## src/logic/gpp_pkg.sv

```systemverilog
// Package with register map, field layouts and constants for the GPIO port
package gpp_pkg;
    localparam int GPP_W = 8;
    localparam logic [7:0] GPP_RST_BYTE = 8'h00;
    // Register byte addresses
    localparam logic [11:0] GPP_OFF_LATCH = 12'h000;
    localparam logic [11:0] GPP_OFF_LATCH_RMW = 12'h004;
    localparam logic [11:0] GPP_OFF_DIR = 12'h008;
    localparam logic [11:0] GPP_OFF_PULL = 12'h00C;
    localparam logic [11:0] GPP_OFF_AIDIS = 12'h010;
    localparam logic [11:0] GPP_OFF_CTRL = 12'h014;
    localparam logic [11:0] GPP_OFF_STAT = 12'h018;
    // Control register fields
    localparam int GPP_CTRL_FLOAT_BIT = 0;
    localparam int GPP_CTRL_CMPDIS_BIT = 1;
    localparam logic [1:0] GPP_CTRL_RST = 2'h0;
    // Analog-disable bit positions for pins 4, 5, 6, 7
    localparam int GPP_AID_P4 = 0;
    localparam int GPP_AID_P5 = 1;
    localparam int GPP_AID_P6 = 4;
    localparam int GPP_AID_P7 = 5;
    localparam logic [7:0] GPP_AID_MASK = 8'h33;
    // Pins with external interrupt inputs: 0 to 5
    localparam logic [7:0] GPP_IRQ_PINS = 8'h3F;
    // Pins shared with the comparator inputs: 5 and 7
    localparam logic [7:0] GPP_CMP_PINS = 8'hA0;
    localparam logic [31:0] GPP_ZERO32 = 32'h0000_0000;
    localparam logic [1:0] GPP_ZERO2 = 2'h0;
    typedef enum logic [1:0] {GPP_RUN, GPP_FLOAT, GPP_HOLD} gpp_mode_t;

    // Map analog-disable register onto per-pin digital input enable
    function automatic logic [7:0] gpp_aid_to_pins(input logic [7:0] aid);
        logic [7:0] p;
        p = 8'hFF;
        p[4] = aid[GPP_AID_P4];
        p[5] = aid[GPP_AID_P5];
        p[6] = aid[GPP_AID_P6];
        p[7] = aid[GPP_AID_P7];
        return p;
    endfunction : gpp_aid_to_pins
endpackage : gpp_pkg

```

## src/logic/gpp_top.sv

```systemverilog
// Eight-bit GPIO port with analog disable, pull-ups and APB registers
// Functional notes
// - Direction bit one makes pin output
// - Latch write stored, driven on outputs
// - Direction zero: pin is undriven input
// - Latch write on inputs not driven
// - Output pins read back latch value
// - Input reads pin; RMW read returns latch
// - Peripheral output drives pin, read shows pin
// - Reads show pin despite peripheral input use
// - Analog-disable one enables digital input
// - Reset clears direction and analog-disable
// - Float in standby: high-z, input low
// - Enabled interrupt pins keep input open
// - Float off: standby holds pin states
// - Pin level reaches interrupt circuit on digital pins, unless floated without interrupt enable
// - Pull-up bit one connects pull-up
// - Driven low pin disconnects pull-up
// - Comparator input enabled when disable zero
// - Comparator disable one blocks comparator input
// - Registers reset zero; dir, pull read back
`timescale 1ns/100ps
module gpp_top (
    // APB clock and reset
    input wire logic pclk,
    input wire logic presetn,
    // APB slave
    input wire logic psel,
    input wire logic penable,
    input wire logic pwrite,
    input wire logic [11:0] paddr,
    input wire logic [31:0] pwdata,
    input wire logic [3:0] pstrb,
    output logic [31:0] prdata,
    output logic pready,
    output logic pslverr,
    // Pins
    input wire logic [gpp_pkg::GPP_W-1:0] pin_in,
    output logic [gpp_pkg::GPP_W-1:0] pin_out,
    output logic [gpp_pkg::GPP_W-1:0] pin_oe,
    output logic [gpp_pkg::GPP_W-1:0] pin_pullup_en,
    // Peripheral functions
    input wire logic [gpp_pkg::GPP_W-1:0] periph_oe,
    input wire logic [gpp_pkg::GPP_W-1:0] periph_out,
    output logic [gpp_pkg::GPP_W-1:0] periph_in,
    // External interrupt and analog paths
    input wire logic [gpp_pkg::GPP_W-1:0] ext_irq_enable,
    output logic [gpp_pkg::GPP_W-1:0] ext_irq_level,
    output logic [gpp_pkg::GPP_W-1:0] analog_in_en,
    output logic comparator_in_en,
    // Standby
    input wire logic standby_req
);
    import gpp_pkg::*;

    logic [GPP_W-1:0] port_output_latch_reg;
    logic [GPP_W-1:0] port_direction_select_reg;
    logic [GPP_W-1:0] pin_pullup_select_reg;
    logic [GPP_W-1:0] analog_input_disable_low_reg;
    logic [1:0] ctrl_reg;
    logic [GPP_W-1:0] pin_sync;
    logic [GPP_W-1:0] dig_en;
    logic [GPP_W-1:0] in_gate;
    logic [GPP_W-1:0] drv_oe_next;
    logic [GPP_W-1:0] drv_val_next;
    logic [GPP_W-1:0] pull_next;
    logic [GPP_W-1:0] pin_read;
    logic [31:0] rdata_next;
    logic addr_ok;
    logic wr_en;
    logic rd_en;
    logic standby_pin_float;
    logic comparator_input_disable;
    gpp_mode_t mode;
    logic lat_we;
    logic dir_we;
    logic pull_we;
    logic aid_we;
    logic ctrl_we;
    logic float_mode;
    logic hold_mode;
    logic [GPP_W-1:0] irq_gate;

    // Byte-zero write strobe for one register offset
    function automatic logic reg_hit(input logic en, input logic [11:0] a,
        input logic [3:0] strb, input logic [11:0] off);
        return en && strb[0] && (a == off);
    endfunction : reg_hit

    assign standby_pin_float = ctrl_reg[GPP_CTRL_FLOAT_BIT];
    assign comparator_input_disable = ctrl_reg[GPP_CTRL_CMPDIS_BIT];

    // Pin input synchroniser
    gpp_sync u_sync (
        .pclk(pclk),
        .presetn(presetn),
        .d_async(pin_in),
        .q_sync(pin_sync)
    );

    // Standby mode tracker
    gpp_mode u_mode (
        .pclk(pclk),
        .presetn(presetn),
        .standby_req(standby_req),
        .standby_pin_float(standby_pin_float),
        .mode(mode)
    );

    // APB decode; writes land at the ready edge, reads load one edge earlier
    assign wr_en = psel && penable && pwrite && pready;
    assign rd_en = psel && penable && !pwrite && !pready;
    always_comb begin
        case (paddr)
            GPP_OFF_LATCH, GPP_OFF_LATCH_RMW, GPP_OFF_DIR, GPP_OFF_PULL,
            GPP_OFF_AIDIS, GPP_OFF_CTRL, GPP_OFF_STAT: addr_ok = 1'b1;
            default: addr_ok = 1'b0;
        endcase
    end

    // Per-register write strobes
    assign lat_we = reg_hit(wr_en, paddr, pstrb, GPP_OFF_LATCH);
    assign dir_we = reg_hit(wr_en, paddr, pstrb, GPP_OFF_DIR);
    assign pull_we = reg_hit(wr_en, paddr, pstrb, GPP_OFF_PULL);
    assign aid_we = reg_hit(wr_en, paddr, pstrb, GPP_OFF_AIDIS);
    assign ctrl_we = reg_hit(wr_en, paddr, pstrb, GPP_OFF_CTRL);

    // Standby mode decode
    assign float_mode = (mode == GPP_FLOAT);
    assign hold_mode = (mode == GPP_HOLD);

    // Ready one cycle into the access phase
    always_ff @(posedge pclk or negedge presetn) begin
        if (!presetn) begin
            pready <= 1'b0;
        end else begin
            pready <= psel && penable && !pready;
        end
    end

    // Error flag, raised with ready on unmapped offsets
    always_ff @(posedge pclk or negedge presetn) begin
        if (!presetn) begin
            pslverr <= 1'b0;
        end else begin
            pslverr <= psel && penable && !pready && !addr_ok;
        end
    end

    // Data latch: every write stored, regardless of direction
    always_ff @(posedge pclk or negedge presetn) begin
        if (!presetn) begin
            port_output_latch_reg <= GPP_RST_BYTE;
        end else if (lat_we) begin
            port_output_latch_reg <= pwdata[GPP_W-1:0];
        end
    end

    // Direction register
    always_ff @(posedge pclk or negedge presetn) begin
        if (!presetn) begin
            port_direction_select_reg <= GPP_RST_BYTE;
        end else if (dir_we) begin
            port_direction_select_reg <= pwdata[GPP_W-1:0];
        end
    end

    // Pull-up select register
    always_ff @(posedge pclk or negedge presetn) begin
        if (!presetn) begin
            pin_pullup_select_reg <= GPP_RST_BYTE;
        end else if (pull_we) begin
            pin_pullup_select_reg <= pwdata[GPP_W-1:0];
        end
    end

    // Analog input disable; only mapped bits exist
    always_ff @(posedge pclk or negedge presetn) begin
        if (!presetn) begin
            analog_input_disable_low_reg <= GPP_RST_BYTE;
        end else if (aid_we) begin
            analog_input_disable_low_reg <= pwdata[GPP_W-1:0] & GPP_AID_MASK;
        end
    end

    // Control: float select and comparator disable
    always_ff @(posedge pclk or negedge presetn) begin
        if (!presetn) begin
            ctrl_reg <= GPP_CTRL_RST;
        end else if (ctrl_we) begin
            ctrl_reg <= pwdata[1:0];
        end
    end

    // Digital input enable per pin from analog disable bits
    assign dig_en = gpp_aid_to_pins(analog_input_disable_low_reg);

    // Input gate: blocked in float unless interrupt enabled
    always_comb begin
        in_gate = dig_en;
        if (float_mode) begin
            in_gate = dig_en & ext_irq_enable & GPP_IRQ_PINS;
        end
    end

    // Interrupt path gate: analog pins always blocked, others only in float
    assign irq_gate = float_mode ? in_gate : dig_en;

    // Drive selection: peripheral over port, float over all
    always_comb begin
        for (int i = 0; i < GPP_W; i++) begin
            if (periph_oe[i]) begin
                drv_oe_next[i] = 1'b1;
                drv_val_next[i] = periph_out[i];
            end else if (port_direction_select_reg[i]) begin
                drv_oe_next[i] = 1'b1;
                drv_val_next[i] = port_output_latch_reg[i];
            end else begin
                drv_oe_next[i] = 1'b0;
                drv_val_next[i] = 1'b0;
            end
        end
        if (float_mode) begin
            drv_oe_next = GPP_RST_BYTE;
            drv_val_next = GPP_RST_BYTE;
        end
    end

    // Pull-up per pin; dropped while the pin is driven low
    always_comb begin
        for (int i = 0; i < GPP_W; i++) begin
            pull_next[i] = pin_pullup_select_reg[i];
            if (drv_oe_next[i] && !drv_val_next[i]) begin
                pull_next[i] = 1'b0;
            end
        end
    end

    // Pin output value; hold mode freezes it
    always_ff @(posedge pclk or negedge presetn) begin
        if (!presetn) begin
            pin_out <= GPP_RST_BYTE;
        end else if (!hold_mode) begin
            pin_out <= drv_val_next;
        end
    end

    // Pin drive enable; hold mode freezes it
    always_ff @(posedge pclk or negedge presetn) begin
        if (!presetn) begin
            pin_oe <= GPP_RST_BYTE;
        end else if (!hold_mode) begin
            pin_oe <= drv_oe_next;
        end
    end

    // Pull-up enable; hold mode freezes it
    always_ff @(posedge pclk or negedge presetn) begin
        if (!presetn) begin
            pin_pullup_en <= GPP_RST_BYTE;
        end else if (!hold_mode) begin
            pin_pullup_en <= pull_next;
        end
    end

    // Peripheral input path
    always_ff @(posedge pclk or negedge presetn) begin
        if (!presetn) begin
            periph_in <= GPP_RST_BYTE;
        end else begin
            periph_in <= pin_sync & in_gate;
        end
    end

    // Interrupt input path
    always_ff @(posedge pclk or negedge presetn) begin
        if (!presetn) begin
            ext_irq_level <= GPP_RST_BYTE;
        end else begin
            ext_irq_level <= pin_sync & irq_gate;
        end
    end

    // Analog path enable on shared pins
    always_ff @(posedge pclk or negedge presetn) begin
        if (!presetn) begin
            analog_in_en <= GPP_RST_BYTE;
        end else begin
            analog_in_en <= ~dig_en;
        end
    end

    // Comparator input enable
    always_ff @(posedge pclk or negedge presetn) begin
        if (!presetn) begin
            comparator_in_en <= 1'b0;
        end else begin
            comparator_in_en <= !comparator_input_disable;
        end
    end

    // Pin view for reads: latch on output pins, pin otherwise
    always_comb begin
        for (int i = 0; i < GPP_W; i++) begin
            if (port_direction_select_reg[i] && !periph_oe[i]) begin
                pin_read[i] = port_output_latch_reg[i];
            end else begin
                pin_read[i] = pin_sync[i] & in_gate[i];
            end
        end
    end

    // Read mux; unmapped reads give zero
    always_comb begin
        rdata_next = GPP_ZERO32;
        case (paddr)
            GPP_OFF_LATCH: rdata_next[GPP_W-1:0] = pin_read;
            GPP_OFF_LATCH_RMW: rdata_next[GPP_W-1:0] = port_output_latch_reg;
            GPP_OFF_DIR: rdata_next[GPP_W-1:0] = port_direction_select_reg;
            GPP_OFF_PULL: rdata_next[GPP_W-1:0] = pin_pullup_select_reg;
            GPP_OFF_AIDIS: rdata_next[GPP_W-1:0] = analog_input_disable_low_reg;
            GPP_OFF_CTRL: rdata_next[1:0] = ctrl_reg;
            GPP_OFF_STAT: rdata_next[1:0] = mode;
            default: rdata_next = GPP_ZERO32;
        endcase
    end

    // Read data register
    always_ff @(posedge pclk or negedge presetn) begin
        if (!presetn) begin
            prdata <= GPP_ZERO32;
        end else if (rd_en) begin
            prdata <= rdata_next;
        end
    end
endmodule : gpp_top

```

## src/logic/gpp_sync.sv

```systemverilog
// Three-stage pin input synchroniser with agreement filter
`timescale 1ns/100ps
module gpp_sync (
    // Clock and reset
    input wire logic pclk,
    input wire logic presetn,
    // Data
    input wire logic [gpp_pkg::GPP_W-1:0] d_async,
    output logic [gpp_pkg::GPP_W-1:0] q_sync
);
    import gpp_pkg::*;
    logic [GPP_W-1:0] s1_reg;
    logic [GPP_W-1:0] s2_reg;
    logic [GPP_W-1:0] s3_reg;

    // Shift chain; first stage feeds only the second
    always_ff @(posedge pclk or negedge presetn) begin
        if (!presetn) begin
            s1_reg <= GPP_RST_BYTE;
            s2_reg <= GPP_RST_BYTE;
            s3_reg <= GPP_RST_BYTE;
        end else begin
            s1_reg <= d_async;
            s2_reg <= s1_reg;
            s3_reg <= s2_reg;
        end
    end

    // Accept a change once stages two and three agree
    always_ff @(posedge pclk or negedge presetn) begin
        if (!presetn) begin
            q_sync <= GPP_RST_BYTE;
        end else begin
            for (int i = 0; i < GPP_W; i++) begin
                if (s2_reg[i] == s3_reg[i]) begin
                    q_sync[i] <= s3_reg[i];
                end
            end
        end
    end
endmodule : gpp_sync

```

## src/logic/gpp_mode.sv

```systemverilog
// Standby mode tracker: float or hold on stop/watch entry
`timescale 1ns/100ps
module gpp_mode (
    // Clock and reset
    input wire logic pclk,
    input wire logic presetn,
    // Standby request and float setting
    input wire logic standby_req,
    input wire logic standby_pin_float,
    // Mode out
    output gpp_pkg::gpp_mode_t mode
);
    import gpp_pkg::*;

    // Float setting sampled at the moment of standby entry
    always_ff @(posedge pclk or negedge presetn) begin
        if (!presetn) begin
            mode <= GPP_RUN;
        end else begin
            case (mode)
                GPP_RUN: begin
                    if (standby_req) begin
                        mode <= standby_pin_float ? GPP_FLOAT : GPP_HOLD;
                    end
                end
                GPP_FLOAT, GPP_HOLD: begin
                    if (!standby_req) begin
                        mode <= GPP_RUN;
                    end
                end
                default: begin
                    mode <= GPP_RUN;
                end
            endcase
        end
    end
endmodule : gpp_mode

```

## config.mk

```make
export PLATFORM = sky130hd
export DESIGN_NAME = gpp_top
export DESIGN_NICKNAME = d
export VERILOG_FILES = /design/src/logic/gpp_pkg.sv /design/src/logic/gpp_top.sv /design/src/logic/gpp_sync.sv /design/src/logic/gpp_mode.sv
export SDC_FILE = /design/constraint.sdc
export NUM_CORES = 1
export LEC_CHECK = 0
export ABC_CLOCK_PERIOD_IN_PS = 2400
export BUFFER_PORTS_ARGS = -buffer_cell sky130_fd_sc_hd__buf_2
export CAP_MARGIN = 0
export CORE_MARGIN = 5
export CORE_UTILIZATION = 33
export CTS_CLUSTER_DIAMETER = 60
export DETAILED_ROUTE_END_ITERATION = 7
export PLACE_DENSITY = 0.65
export SYNTH_ARGS = -nofsm -noshare
export SYNTH_HDL_FRONTEND = slang
export SYNTH_SLANG_ARGS = --single-unit
```

## constraint.sdc

```tcl
create_clock -name pclk -period 2.4 [get_ports pclk]
set_clock_uncertainty 0.1 [all_clocks]
set_input_delay 0.48 -clock pclk [delete_from_list [all_inputs] [get_ports pclk]]
set_output_delay 0.48 -clock pclk [all_outputs]
set_load 0.02 [all_outputs]
```

==> reports/summary.json, run 1 <==
{
  "floorplanning": {
    "core_area_mm2": 0.0150,
    "core.rowCount": 45,
    "die_h_um": 133,
    "die-area_mm2": 0.0178,
    "floorplan.initialDensity_pct": 33.4,
    "dieWidth_um": 133,
    "ios": 169
  },
  "place": {
    "placedInstanceArea_mm2": 0.00583,
    "dpl.hpwl_um": 9500,
    "finalWeightedCongestion": 0.790,
    "place.port_buffers": 111
  },
  "run": {
    "max_cap_viol_count": 0
  },
  "logic_synthesis": {
    "yosys.area_share.simple_pct": 9.08,
    "synth_seq_area_share_pct": 58.9,
    "synth_area_mm2": 0.00501,
    "postSynth.topFlopCell": "dfrtp_1",
    "yosysUniqueCellTypes": 47,
    "number_of_register_bits_inferred_by_synthesis": 118,
    "synth_enable_flop_cells": 0,
    "postSynthAreaPerCell_um2": 11.9,
    "synthCells": 420,
    "synth-compound-area-share_pct": 12.8,
    "synth_top_family_by_area": "compound AO/OA/AOI/OAI gates",
    "synth_mux_area_share_pct": 9.63,
    "asyncSetResetFlopFracSynth_pct": 100,
    "synthAdderAreaFrac_pct": 2.59,
    "synth_warnings": 0,
    "yosys.area_share.xor_xnor_pct": 0
  },
  "routing": {
    "ant_nets": 0,
    "vias": 3633,
    "wirelength_met1_um": 5190,
    "detailedRoute.firstPassIterationCount": 4,
    "starting_drt_drc_count": 290,
    "met3WireLength_um": 942,
    "detailroute.wirelength.met2_um": 6290,
    "detail_route.wirelength_um": 12600,
    "remaining_drc_errors": 0,
    "routed_via_density": 4.80,
    "maxUsedRoutingLayer": "met5",
    "per_cell_routed_wire_length_um": 16.7
  },
  "timing": {
    "fin_tns_setup_ps": 0,
    "final_setup_viols": 0,
    "final_hold_viol_count": 0,
    "rsz_0062_raised_after_global_routing": "false",
    "finalMaxSlewViolations": 0,
    "maxClockFrequency_mhz": 459,
    "portion_of_the_clock_cycle_consumed_by_the_worst_path_in_the_final_layout_pct": 90.8,
    "max_slew_margin_pct": 44.1,
    "tightest_slew_ps": 836,
    "hold_slack_ps": 76.8,
    "timing.final.crit_period_ps": 2180
  },
  "clock_network": {
    "cts.path.max_buffers": 2,
    "clock-sinks": 118,
    "root_buffer": "clkbuf_16",
    "post_cts_resize_count": 0,
    "cts_made_buffers": 17,
    "tritoncts_clock_tree": "yes",
    "clk_pin_slew_worst_paths_ps": 50,
    "clock_insertion_delay_worst_skew_ps": 410,
    "htreeDepth": 4
  },
  "finish": {
    "final_common_cell": "dfrtp_1",
    "postLayoutCellArea_mm2": 0.00637,
    "ratio_of_cells_with_drive_above_1_in_the_final_layout_pct": 34.1,
    "area_delta_synth_final_pct": 26.9,
    "num_antenna_cells": 0,
    "final_cell_mix": "118 x dfrtp_1, 110 x buf_2, 41 x nand2_1",
    "finalNetCount": 648
  },
  "worst_setup_path": {
    "critical_path.max_stage_delay_ps": 650,
    "timing.reg2reg.worst_path_depth": 5,
    "worstPathBufferInverterCount": 2,
    "critical_path_depth": 5,
    "path_max_fanout": 9,
    "worst-endpoint-required_ps": 2640,
    "crit_family": "simple AND/OR/NAND/NOR gates",
    "crit_path_end_kind": "register",
    "path_class": "reg2reg",
    "cells_along_the_critical_path": "inv_1 > ha_1 > buf_4 > nor2_1 > a22o_1",
    "worst_ep_arrival_time_ps": 2420,
    "reg2reg_slack_ps": 220,
    "cp_slowest_cell": "nor2_1",
    "timing.critical_path.from_type": "register"
  },
  "grt": {
    "grt_pass1_vias": 3743,
    "track_usage_pct": 14.6,
    "antenna_violations_before_repair": 1,
    "grt_max_degree": 49,
    "grt_first_pass_wirelength_um": 19900,
    "globalRouteOverflowTotal": 0
  },
  "worst_hold_path": {
    "holdPathStages": 1,
    "min_path_type": "in2reg"
  },
  "pwr": {
    "peakVddDrop_mv": 0.471,
    "leakagePower_nw": 3.18,
    "power_per_cell_area_mw_per_mm2": 839
  },
  "status": {
    "run_status": "complete, no violations"
  }
}
==> cell usage after synthesis, types with 2 or more instances <==
master,instances,share of area [%]
clkbuf_1,8,0.60
nor3_1,7,0.70
inv_1,22,1.6
nand3b_1,2,0.30
or2_2,2,0.25
mux2i_1,16,3.2
buf_1,2,0.15
a32o_1,2,0.40
o31a_1,2,0.35
maj3_1,8,1.6
ha_1,4,1.0
a21boi_0,8,1.2
o22ai_1,7,0.87
nor3_4,2,0.65
nand3_1,3,0.30
buf_2,2,0.20
nand4_1,5,0.62
mux2_2,18,4.0
dfrtp_1,118,59
o32a_1,2,0.40
buf_4,29,4.3
nand2b_1,4,0.50
a21o_1,2,0.30
nor2_1,8,0.60
a21oi_1,14,1.4
mux2_4,8,2.4
o21ai_0,38,3.8
a22o_1,11,1.9
o21bai_1,8,1.2
nand2_1,41,3.1
==> metal layers <==
layer | global-route usage (%) | vias up
met5 | 0 | -
met4 | 4.97 | 2
met3 | 5.44 | 16
met2 | 24.2 | 112
met1 | 17.6 | 1797
li1 | - | 1706
==> layout make-up <==
cell class                      count  area, µm²
Clock buffer                       26        509
Clock inverter                      4       20.0
Fill cell                        1431       8670
Inverter                           22       82.6
Multi-Input combinational cell    266       1820
Sequential cell                   118       2950
Tap cell                          188        235
Timing Repair Buffer              133        751
==> final timing paths <==
kind	start	to
max	u_mode.mode[1]	pin_out[0]
min	pin_in[4]	u_sync.s1_reg[4]
max reg2reg	u_mode.mode[1]	pin_out[0]
min reg2reg	u_sync.s1_reg[3]	u_sync.s2_reg[3]
max in group asynchronous	presetn	analog_in_en[6]
min in group asynchronous	presetn	u_sync.s1_reg[1]
==> what timing repair did <==
| item | CTS | global route |
|---|---|---|
| hold endpoints to repair | 22 | 0 |
| setup endpoints to repair | 0 | 0 |
| hold buffers | 1 | 0 |
| setup buffers | 0 | 0 |
==> cell families after synthesis <==
group / after synthesis
buf+inv: 63
mux: 42
simple gates: 84
compound gates: 100
fa+ha+maj: 12
other cells: 1
flops: 118
==> through the flow <==
stage                     total power, mW  utilization (%)  setup WS [ps]  std cells
after floorplan                      2.77                -            356        447
after global placement               3.13             38.8            269        726
after detailed placement             3.15             38.8            251        726
after CTS                            5.43             42.3            243        757
after global routing                 5.60             42.3            156        757
final                                5.34             42.3            220        757
==> where the power goes <==
| part | switching [mW] | internal [mW] | leakage, nW |
|---|---|---|---|
| combinational | 0.569 | 0.301 | 1.42 |
| clock | 0.806 | 1.43 | 0.266 |
| sequential | 0.0802 | 2.15 | 1.49 |
| total | 1.45 | 3.89 | 3.18 |
(Power assumes the default switching activity.)
==> run 2, diff against run 1 <==
==> constraint.sdc (replaced) <==
create_clock -name pclk -period 2.4 [get_ports pclk]
set_clock_uncertainty 0.1 [all_clocks]
set_input_delay 0.36 -clock pclk [delete_from_list [all_inputs] [get_ports pclk]]
set_output_delay 0.36 -clock pclk [all_outputs]
set_load 0.02 [all_outputs]
==> run 2 against run 1 <==
Sequential share of layout area shrank 0.28 points. First-iteration DRC count shrank 36%. Clock power rose by 6%. Flip-flop and latch count is the same. Core utilization grew 0.26 points. Worst setup slack improved by 200 ps. Power grew 2.5%. Register-to-register slack improved by 200 ps. Global-route usage increased by 0.17 points. Cell count increased by 0.26%.
==> reports/summary.json, run 2 (synthesized netlist as in run 1, its figures left out) <==
{
  "worst_hold_path": {
    "min_path_type": "in2reg",
    "hold_path_startpoint": "ext_irq_enable[2]",
    "hold_path_end": "ext_irq_level[2]",
    "holdPathStages": {"value": 3, "change": "+2"}
  },
  "finish": {
    "finalNetCount": {"value": 648, "change": "unchanged"},
    "ratio_of_cells_with_drive_above_1_in_the_final_layout": {"value": 33.6, "unit": "%", "change": "-0.47 points"},
    "num_antenna_cells": {"value": 0, "change": "unchanged"},
    "postLayoutCellArea": {"value": 0.00640, "unit": "mm²", "change": "+0.61%"},
    "final_common_cell": "dfrtp_1",
    "final_cell_mix": "118 x dfrtp_1, 110 x buf_2, 41 x nand2_1",
    "fill_cells": {"value": 1419, "change": "-0.84%"},
    "area_delta_synth_final_pct": 27.7
  },
  "timing": {
    "fin_tns_setup": {"value": 0, "unit": "ps", "change": "unchanged"},
    "finalMaxSlewViolations": {"value": 0, "change": "unchanged"},
    "final_hold_viol_count": {"value": 0, "change": "unchanged"},
    "maxClockFrequency": {"value": 504, "unit": "MHz", "change": "+9.9%"},
    "max_slew_margin": {"value": 52.9, "unit": "%", "change": "+8.8 points"},
    "tightest_slew": {"value": 704, "unit": "ps", "change": "-131 ps"},
    "rsz_0062_raised_after_global_routing": "false",
    "final_setup_viols": {"value": 0, "change": "unchanged"},
    "portion_of_the_clock_cycle_consumed_by_the_worst_path_in_the_final_layout": {"value": 82.7, "unit": "%", "change": "-8.2 points"},
    "timing.final.crit_period": {"value": 1980, "unit": "ps", "change": "-196 ps"}
  },
  "clock_network": {
    "tritoncts_clock_tree": "yes",
    "cts_made_buffers": {"value": 17, "change": "unchanged"},
    "post_cts_resize_count": {"value": 0, "change": "unchanged"},
    "clock-sinks": {"value": 118, "change": "unchanged"},
    "clk_pin_slew_worst_paths": {"value": 60, "unit": "ps", "change": "about the same"},
    "cts.path.max_buffers": {"value": 2, "change": "unchanged"},
    "root_buffer": "clkbuf_16",
    "postCtsSetupRepairBufs": {"value": 0, "change": "unchanged"},
    "htreeDepth": {"value": 4, "change": "unchanged"},
    "clock_insertion_delay_worst_skew": {"value": 420, "unit": "ps", "change": "about the same"}
  },
  "worst_setup_path": {
    "timing.rr.end": "prdata[1]",
    "crit_path_end_kind": "register",
    "worst-endpoint-required": {"value": 2630, "unit": "ps", "change": "about the same"},
    "worst_ep_arrival_time": {"value": 2210, "unit": "ps", "change": "-210 ps"},
    "timing.critical_path.from_type": "register",
    "timing.reg2reg.worst_path_depth": {"value": 7, "change": "+2"},
    "path_max_fanout": {"value": 7, "change": "-2"},
    "r2r_start": "u_mode.mode[1]",
    "reg2reg_slack": {"value": 420, "unit": "ps", "change": "+200 ps"},
    "path_class": "reg2reg"
  },
  "run": {
    "max_cap_viol_count": {"value": 0, "change": "unchanged"}
  },
  "floorplanning": {
    "ios": {"value": 169, "change": "unchanged"},
    "die-area": {"value": 0.0178, "unit": "mm²", "change": "unchanged"},
    "die_h": {"value": 133, "unit": "µm", "change": "unchanged"},
    "dieWidth": {"value": 133, "unit": "µm", "change": "unchanged"},
    "floorplan.initialDensity": {"value": 33.4, "unit": "%", "change": "unchanged"},
    "core.rowCount": {"value": 45, "change": "unchanged"},
    "core_area": {"value": 0.0150, "unit": "mm²", "change": "unchanged"}
  },
  "place": {
    "finalWeightedCongestion": {"value": 0.837, "change": "+6.1%"},
    "place.port_buffers": {"value": 111, "change": "unchanged"},
    "dpl.hpwl": {"value": 9350, "unit": "µm", "change": "-1.6%"},
    "placedInstanceArea": {"value": 0.00575, "unit": "mm²", "change": "-1.2%"}
  },
  "pwr": {
    "clock_power_share": {"value": 43.2, "unit": "%", "change": "+1.3 points"},
    "leakagePower": {"value": 3.16, "unit": "nW", "change": "-0.58%"},
    "power_switching_share": {"value": 28.4, "unit": "%", "change": "+1.2 points"},
    "switchingPower": {"value": 1.56, "unit": "mW", "change": "+6.9%"},
    "power.combinational.fraction": {"value": 15.9, "unit": "%", "change": "-0.4 points"},
    "power_frac_seq": {"value": 40.8, "unit": "%", "change": "-1.0 points"},
    "power": {"value": 5.48, "unit": "mW", "change": "+2.5%"},
    "peakVddDrop": {"value": 0.498, "unit": "mV", "change": "+5.6%"},
    "power.internal": {"value": 3.92, "unit": "mW", "change": "+0.82%"},
    "power_per_cell_area": {"value": 855, "unit": "mW/mm²", "change": "+1.9%"}
  },
  "grt": {
    "grt_pass1_vias": {"value": 3787, "change": "+1.2%"},
    "antenna_violations_before_repair": {"value": 0, "change": "-1"},
    "globalRouteOverflowTotal": {"value": 0, "change": "unchanged"},
    "grt_first_pass_wirelength": {"value": 20100, "unit": "µm", "change": "+1.3%"},
    "track_usage": {"value": 14.8, "unit": "%", "change": "+0.17 points"},
    "grt_max_degree": {"value": 46, "change": "-6.1%"}
  },
  "routing": {
    "detail_route.wirelength": {"value": 12600, "unit": "µm", "change": "+0.17%"},
    "ant_nets": {"value": 0, "change": "unchanged"},
    "maxUsedRoutingLayer": "met4",
    "starting_drt_drc_count": {"value": 185, "change": "-36%"},
    "met3WireLength": {"value": 999, "unit": "µm", "change": "+6.1%"},
    "wirelength_met1": {"value": 5160, "unit": "µm", "change": "-0.54%"},
    "detailroute.wirelength.met2": {"value": 6300, "unit": "µm", "change": "about the same"},
    "per_cell_routed_wire_length": {"value": 16.7, "unit": "µm", "change": "about the same"},
    "remaining_drc_errors": {"value": 0, "change": "unchanged"},
    "routed_via_density": {"value": 4.78, "change": "-0.48%"},
    "vias": {"value": 3625, "change": "-0.22%"},
    "detailedRoute.firstPassIterationCount": {"value": 5, "change": "+1"}
  },
  "status": {
    "run_status": "complete, no violations"
  }
}
run 2: cell types whose count changed in the layout (fill, tap and decap cells not counted), sizes merged:
| cell | previous run | this run |
|---|---|---|
| clkbuf | 26 | 19 |
| clkinv | 4 | 5 |
| clkinvlp | 0 | 7 |
| bufinv | 0 | 1 |
| dlygate4sd3 | 1 | 9 |
| buf | 132 | 124 |
run 2: worst max path at each step:
stage                         from                      endpoint  depth (start not counted)
floorplan                   pready      port_output_latch_reg[0]                          5
global placement          paddr[7]  port_direction_select_reg[1]                          6
detailed placement        paddr[7]  port_direction_select_reg[4]                          6
CTS                 u_mode.mode[1]                     prdata[1]                          7
global route        u_mode.mode[1]                     prdata[1]                          7
finish              u_mode.mode[1]                     prdata[1]                          7
run 2: metal layers:
layer / vias to the layer above / track usage [%]
met1: 1788 / 18.0
met2: 124 / 24.2
met4: 0 / 5.14
met3: 15 / 5.32
met5: - / 0
li1: 1698 / -
run 2: cell type report:
type,count,area (µm²),share of cell area (%)
well taps,188,235,3.67
inverters,22,82.6,1.29
clock inverters,13,108,1.68
repair buffers,133,758,11.8
clock buffers,19,453,7.07
multi-input cells,266,1820,28.3
flip-flops and latches,118,2950,46.1
run 2: worst max-delay path, stage by stage (launching register included):
cell,delay [ps]
dfrtp_1,400
inv_1,110
ha_1,250
buf_4,180
a21boi_0,280
a21oi_1,150
o31a_1,270
a22oi_1,170
run 2: timing repair:
item	CTS	global route
hold buffers	9	0
endpoints found under the setup margin	0	0
hold endpoints to repair	44	0
run 2: metrics by stage:
stage	worst slack, ps	instances	hold WS, ps	utilization [%]
after global routing	264	759	93.8	42.6
final	416	759	102	42.6
after CTS	367	759	77.5	42.6
after floorplan	409	447	-35.6	-
after detailed placement	174	718	235	38.3
after global placement	202	718	232	38.3
run 2: power groups by stage:
stage	clock network [mW]	logic, mW	registers, mW
after global routing	2.52	0.958	2.26
after CTS	2.43	0.891	2.24
after floorplan	0	0.363	2.41
final	2.37	0.873	2.23
after detailed placement	0	0.877	2.27
after global placement	0	0.861	2.26
